## src/rtl/tss_pkg.sv

```systemverilog
package tss_pkg;
  // ==========================================================================
  // Word layout
  localparam int WORD_W = 16;
  localparam int TEMP_W = 14;
  localparam int RX_W = 8;
  localparam int MAKER_W = 5;
  localparam int DEVICE_W = TEMP_W - MAKER_W;
  localparam logic [1:0] FILL_BITS = 2'h3;
  localparam int TEMP_LSB_UDEGC = 31250;
  // ==========================================================================
  // Frame timing, in serial clocks
  localparam int TX_CLKS = 16;
  localparam int FRAME_CLKS = 32;
  localparam int CNT_W = 6;
  localparam logic [CNT_W-1:0] TX_LAST = CNT_W'(TX_CLKS);
  localparam logic [CNT_W-1:0] FRAME_LAST = CNT_W'(FRAME_CLKS);
  localparam logic [3:0] RX_FULL = 4'(RX_W);
  // ==========================================================================
  // Commands and reset values
  localparam logic [RX_W-1:0] CMD_SHUTDOWN = 8'hFF;
  localparam logic [RX_W-1:0] CMD_CONTINUOUS = 8'h00;
  localparam logic SHUTDOWN_RST = 1'b0;
  localparam logic [TEMP_W-1:0] TEMP_RST = 14'h0000;
  // Arbitrary identification values
  localparam logic [MAKER_W-1:0] MAKER_ID_DEF = 5'h0B;
  localparam logic [DEVICE_W-1:0] DEVICE_ID_DEF = 9'h055;
  // ==========================================================================
  // Frame states
  typedef enum logic [2:0] {
    ST_IDLE = 3'b001,
    ST_TX = 3'b010,
    ST_RX = 3'b100
  } tss_state_e;
endpackage : tss_pkg

```

## src/rtl/tss_sync.sv

```systemverilog
`timescale 1ns/1ns
module tss_sync #(
  parameter int W = 1,
  parameter logic [W-1:0] RST_VAL = '0
) (
  input wire logic ref_clk,
  input wire logic reset,
  input wire logic [W-1:0] async_in,
  output logic [W-1:0] sync_out
);
  // ==========================================================================
  // Two stages; the first is read by the second only
  logic [W-1:0] meta_r;
  always_ff @(posedge ref_clk or posedge reset) begin
    if (reset) begin
      meta_r <= RST_VAL;
      sync_out <= RST_VAL;
    end else begin
      meta_r <= async_in;
      sync_out <= meta_r;
    end
  end
endmodule : tss_sync

```

## src/rtl/tss_top.sv

```systemverilog
`timescale 1ns/1ns
module tss_top
  import tss_pkg::*;
#(
  parameter logic [MAKER_W-1:0] MAKER_ID = MAKER_ID_DEF,
  parameter logic [DEVICE_W-1:0] DEVICE_ID = DEVICE_ID_DEF
) (
  input wire logic ref_clk,
  input wire logic reset,
  input wire logic cs_n,
  input wire logic serial_bit_clock,
  input wire logic sio_in,
  output logic sio_out,
  output logic sio_oe,
  input wire logic [TEMP_W-1:0] conv_data,
  input wire logic conv_done,
  output logic conv_enable,
  output logic shutdown
);
  // ==========================================================================
  // Pin synchronisers
  logic [2:0] pins_s;
  logic cs_n_s;
  logic sck_s;
  logic sdi_s;
  tss_sync #(.W(3), .RST_VAL(3'h4)) u_sync (
    .ref_clk(ref_clk),
    .reset(reset),
    .async_in({cs_n, serial_bit_clock, sio_in}),
    .sync_out(pins_s)
  );
  assign cs_n_s = pins_s[2];
  assign sck_s = pins_s[1];
  assign sdi_s = pins_s[0];

  // ==========================================================================
  // Edge detection
  logic cs_prev_r;
  logic sck_prev_r;
  always_ff @(posedge ref_clk or posedge reset) begin
    if (reset) begin
      cs_prev_r <= 1'b1;
      sck_prev_r <= 1'b0;
    end else begin
      cs_prev_r <= cs_n_s;
      sck_prev_r <= sck_s;
    end
  end
  logic cs_fall;
  logic cs_rise;
  logic sck_rise;
  logic sck_fall;
  assign cs_fall = cs_prev_r & ~cs_n_s;
  assign cs_rise = ~cs_prev_r & cs_n_s;
  assign sck_rise = ~cs_n_s & ~sck_prev_r & sck_s;
  assign sck_fall = ~cs_n_s & sck_prev_r & ~sck_s;

  // ==========================================================================
  // Frame state and clock count
  tss_state_e state_r;
  tss_state_e state_nxt;
  logic [CNT_W-1:0] rise_cnt_r;
  always_comb begin
    state_nxt = state_r;
    case (state_r)
      ST_IDLE: begin
        if (cs_fall) begin
          state_nxt = ST_TX;
        end
      end
      ST_TX: begin
        if (cs_rise) begin
          state_nxt = ST_IDLE;
        end else if (sck_rise && rise_cnt_r == TX_LAST - 1'b1) begin
          state_nxt = ST_RX;
        end
      end
      ST_RX: begin
        if (cs_rise) begin
          state_nxt = ST_IDLE;
        end
      end
      default: begin
        state_nxt = ST_IDLE;
      end
    endcase
  end
  always_ff @(posedge ref_clk or posedge reset) begin
    if (reset) begin
      state_r <= ST_IDLE;
    end else begin
      state_r <= state_nxt;
    end
  end
  // Count saturates so clocks past the frame are ignored
  always_ff @(posedge ref_clk or posedge reset) begin
    if (reset) begin
      rise_cnt_r <= '0;
    end else if (cs_fall) begin
      rise_cnt_r <= '0;
    end else if (sck_rise && rise_cnt_r != FRAME_LAST) begin
      rise_cnt_r <= rise_cnt_r + 1'b1;
    end
  end

  // ==========================================================================
  // Temperature holding with deferred update
  logic [TEMP_W-1:0] temp_r;
  logic [TEMP_W-1:0] pend_data_r;
  logic pend_r;
  always_ff @(posedge ref_clk or posedge reset) begin
    if (reset) begin
      temp_r <= TEMP_RST;
      pend_data_r <= TEMP_RST;
      pend_r <= 1'b0;
    end else if (conv_done && !cs_n_s) begin
      pend_data_r <= conv_data;
      pend_r <= 1'b1;
    end else if (conv_done) begin
      temp_r <= conv_data;
      pend_r <= 1'b0;
    end else if (pend_r && cs_n_s) begin
      temp_r <= pend_data_r;
      pend_r <= 1'b0;
    end
  end

  // ==========================================================================
  // Output shift register
  // No write path reaches the read-only words
  logic [WORD_W-1:0] temp_word;
  logic [WORD_W-1:0] id_word;
  logic [WORD_W-1:0] sh_r;
  logic shutdown_r;
  assign temp_word = {temp_r, FILL_BITS};
  assign id_word = {MAKER_ID, DEVICE_ID, FILL_BITS};
  // Shifting needs a prior rising edge so an idle-high clock keeps the leading bit
  always_ff @(posedge ref_clk or posedge reset) begin
    if (reset) begin
      sh_r <= '1;
    end else if (cs_fall) begin
      sh_r <= shutdown_r ? id_word : temp_word;
    end else if (sck_fall && state_r == ST_TX && rise_cnt_r != '0) begin
      sh_r <= {sh_r[WORD_W-2:0], 1'b1};
    end
  end
  assign sio_out = sh_r[WORD_W-1];
  // Early release needs nothing more; the word is whole at every bit
  assign sio_oe = (state_r == ST_TX);

  // ==========================================================================
  // Input shift register and command decode
  logic [RX_W-1:0] rx_sh_r;
  logic [3:0] rx_cnt_r;
  always_ff @(posedge ref_clk or posedge reset) begin
    if (reset) begin
      rx_sh_r <= '0;
      rx_cnt_r <= '0;
    end else if (cs_fall) begin
      rx_cnt_r <= '0;
    end else if (sck_rise && state_r == ST_RX && rise_cnt_r != FRAME_LAST) begin
      rx_sh_r <= {rx_sh_r[RX_W-2:0], sdi_s};
      if (rx_cnt_r != RX_FULL) begin
        rx_cnt_r <= rx_cnt_r + 1'b1;
      end
    end
  end
  // Decode runs in either mode; unknown codes leave the mode alone
  always_ff @(posedge ref_clk or posedge reset) begin
    if (reset) begin
      shutdown_r <= SHUTDOWN_RST;
    end else if (cs_rise && rx_cnt_r == RX_FULL) begin
      if (rx_sh_r == CMD_SHUTDOWN) begin
        shutdown_r <= 1'b1;
      end else if (rx_sh_r == CMD_CONTINUOUS) begin
        shutdown_r <= 1'b0;
      end
    end
  end
  assign shutdown = shutdown_r;
  assign conv_enable = ~shutdown_r;
endmodule : tss_top

```

## config.mk

```make
export PLATFORM = sky130hd
export DESIGN_NAME = tss_top
export DESIGN_NICKNAME = d
export VERILOG_FILES = /design/src/rtl/tss_pkg.sv /design/src/rtl/tss_sync.sv /design/src/rtl/tss_top.sv
export SDC_FILE = /design/constraint.sdc
export NUM_CORES = 1
export LEC_CHECK = 0
export ABC_AREA = 1
export BUFFER_PORTS_ARGS = -buffer_cell sky130_fd_sc_hd__buf_2
export CORE_ASPECT_RATIO = 1.1
export CORE_UTILIZATION = 58
export CTS_BUF_LIST = sky130_fd_sc_hd__clkbuf_2
export DETAILED_ROUTE_END_ITERATION = 8
export PLACE_DENSITY = 0.77
export SLEW_MARGIN = 20
export SYNTH_ARGS = -nofsm -noshare
export SYNTH_HDL_FRONTEND = slang
export SYNTH_HIERARCHICAL = 1
export SYNTH_SLANG_ARGS = --single-unit
```

## constraint.sdc

```tcl
create_clock -name ref_clk -period 5.6 [get_ports ref_clk]
set_input_delay 0.56 -clock ref_clk [delete_from_list [all_inputs] [get_ports ref_clk]]
set_output_delay 0.56 -clock ref_clk [all_outputs]
set_load 0.02 [all_outputs]
```

==> flow_summary.ini <==
[finish]
antenna_cells = 0
drive_gt1_share_pct = 21.4
fin_area_um2 = 3690
nets = 434
final_cell_count_no_fill = 490
fillers = 473
syn_to_final_growth_pct = 7.83
post-route-util_pct = 66.6

[power]
p_leak_nw = 1.81
p_clk_share_pct = 27.2
powerDensity_nw_per_um2 = 335
peakVddDrop_mv = 0.229
p_sw_share_pct = 29.6
pwr-share-seq_pct = 54.9
p_switching_mw = 0.367
p_int_mw = 0.870
p_comb_share_pct = 17.9

[placed_design]
place_congestion = 0.757
place_inst = 473
pre_cts_ws_ns = 3.60
port_buffers = 23
dpl-instance-area_um2 = 3540
dp_hpwl_mm = 4.08

[floorplan]
die_w_um = 75.2
die_h_um = 82.5
fp.coreArea_um2 = 5540
dieArea_um2 = 6210
row_count = 28
start_util_pct = 61.8
io_pins = 24

[clock_network]
cts_tree = done
cts_resized = 0
clk_path_buf_depth = 2
cts_buffers = 9
cts-hold-fix-buffers = 1
post_cts_buffers = 0
clock_sinks = 73
clk_pin_slew_ns = 0.19
root_buffer = clkbuf_2
clock_latency_ns = 0.50
htreeDepth = 3

[hold_path]
min_to = u_sync/meta_r[2]
hp-start = cs_n
hold_path.class = in -> reg
hold_depth = 1

[status]
status = finished, final reports clean

[critical_path]
start_kind = register
worstSetupEndpointType = register
rr_startpoint = u_sync/sync_out[2]
regToRegSetupSlack_ns = 3.60
worst-path-max-fanout = 37
worstSetupPathType = reg -> reg
reg2reg_depth = 5
worstPathRequired_ns = 6.00
worstPathArrival_ns = 2.40
r2r_end = rx_sh_r[2]

[routing]
via_count = 2535
drt_iter0_markers = 174
drc = 0
top_layer = met4
route.met2.wl_mm = 3.03
avgRoutedWirePerCell_um = 12.3
first_pass_iters = 6
via_per_inst = 5.17
route.met3.wl_um = 190
wirelength_mm = 6.02
antenna_left = 0
wl_met1_mm = 2.69

[grt]
grt_max_degree = 68
grtUsageTotal_pct = 22.8
grt_antenna_before_repair = 0
grt_pass1_wl_mm = 10.7
grt_pass1_vias = 2531
grt_overflow = 0

[logic_synthesis]
synth.top_cell.area_share_pct = 40.2
syn_area_um2 = 3420
mappedNetlistNets = 411
synth_top_cell_by_area = dfrtp_1
synth_cell_types = 29
synth_seq_cells = 73
ys_top_cells_by_area = dfrtp_1 40%, dfstp_2 14%, nand2_1 14%, nor2_1 5.5%, nand3_1 5.0%
syn-instance-count = 387
syn_avg_cell_area_um2 = 8.84
ys_warn_count = 6
seq_area_frac_synth_pct = 54.1

[sta]
final.period_utilization_pct = 35.8
finClkSkew_ns = 0.0183
slew_headroom_pct = 45.6
fmax_mhz = 499
worst_slew_pin_slew_ns = 0.816
hold_viol_final = 0
slew_violations = 0
rsz0062_at_grt = false
setup_viol = 0
fin_ws_ns = 3.60
period_needed_ns = 2.00
fin_tns_setup_ns = 0

[flow_run]
drv_cap = 0
-- worst max path at each step --
stage	from	to	depth (start not counted)
CTS	state_r[0]	sio_oe	4
finish	u_sync/sync_out[2]	rx_sh_r[2]	5
global placement	conv_done	temp_r[9]	5
floorplan	reset	pend_data_r[0]	1
detailed placement	u_sync/sync_out[2]	rx_sh_r[3]	5
global route	u_sync/sync_out[2]	rx_sh_r[2]	5
-- metrics by stage --
| stage | hold WS (ns) | total power, mW |
|---|---|---|
| 4_1_cts | 0.0816 | 1.25 |
| 3_3_place_gp | 0.333 | 0.897 |
| 2_1_floorplan | 0.331 | 0.856 |
| 6_report | 0.140 | 1.24 |
| 3_5_place_dp | 0.348 | 0.909 |
| 5_1_grt | 0.0844 | 1.31 |
-- cells by family after synthesis --
kind of cell,count (synthesis),synth area share (%)
xor gates and xnor gates,5,1.28
AOI/OAI and AO/OA,28,5.85
adders and majority gates,4,1.46
DFF,73,54.1
muxes,14,4.61
buffers and inverters,42,5.93
and+or+nand+nor,221,26.8
-- cell usage in the layout, fill, tap and decap left out, types with 8 or more instances in the layout --
master / n
nand2_1: 123
dfrtp_1: 55
nor2_1: 50
nand3_1: 34
inv_1: 25
buf_2: 23
dfstp_2: 18
mux2_2: 14
a31oi_1: 14
clkbuf_2: 11
o21ai_2: 8
-- Yosys cell counts, drive strengths merged --
cell	instances
nor3	4
a21oi	4
buf	11
nand4	4
dfstp	18
nand2	124
xnor2	1
o21ai	9
dfrtp	55
o22ai	1
ha	4
a31oi	14
xor2	4
inv	29
clkbuf	2
nand3	36
nor2	51
nand3b	1
mux2	14
or2	1
-- final cells by class --
type,instances,area (um2),share of cell area (%)
timing repair buffer,25,133,3.60
inverter,29,109,2.95
clock buffer,11,55.1,1.49
clock inverter,5,80.1,2.17
tap,75,93.8,2.54
multi-input combinational,272,1370,37.1
sequential,73,1850,50.2
-- per-layer routing --
layer | track usage [%] | vias to the layer above
met1 | 26.5 | 1177
met4 | 10.9 | 0
met3 | 3.64 | 10
li1 | - | 1298
met2 | 41.0 | 50
met5 | 0 | -
-- power groups by stage --
stage	clock network (mW)	logic, mW	registers [mW]
2_1_floorplan	0	0.178	0.678
3_3_place_gp	0	0.212	0.685
3_5_place_dp	0	0.221	0.688
4_1_cts	0.345	0.224	0.679
5_1_grt	0.366	0.256	0.692
6_report	0.336	0.222	0.679
-- sequential cells by signal, summed over array words and instances (netlist names) --
register / count
shutdown: 1
rx_cnt_r: 4
rise_cnt_r: 6
pend_r: 1
sh_r: 14
u_sync/meta_r: 3
pend_data_r: 14
sck_prev_r: 1
temp_r: 14
u_sync/sync_out: 3
rx_sh_r: 8
cs_prev_r: 1
state_r: 3
-- critical path, cell delays in order (launching register included) --
cell and delay (ns):
dfstp_2 0.66, nor2_4 0.12, inv_2 0.45, nand3_2 0.43
nand2_1 0.19, o21ai_2 0.06
Power figures use the tool's default switching activity.
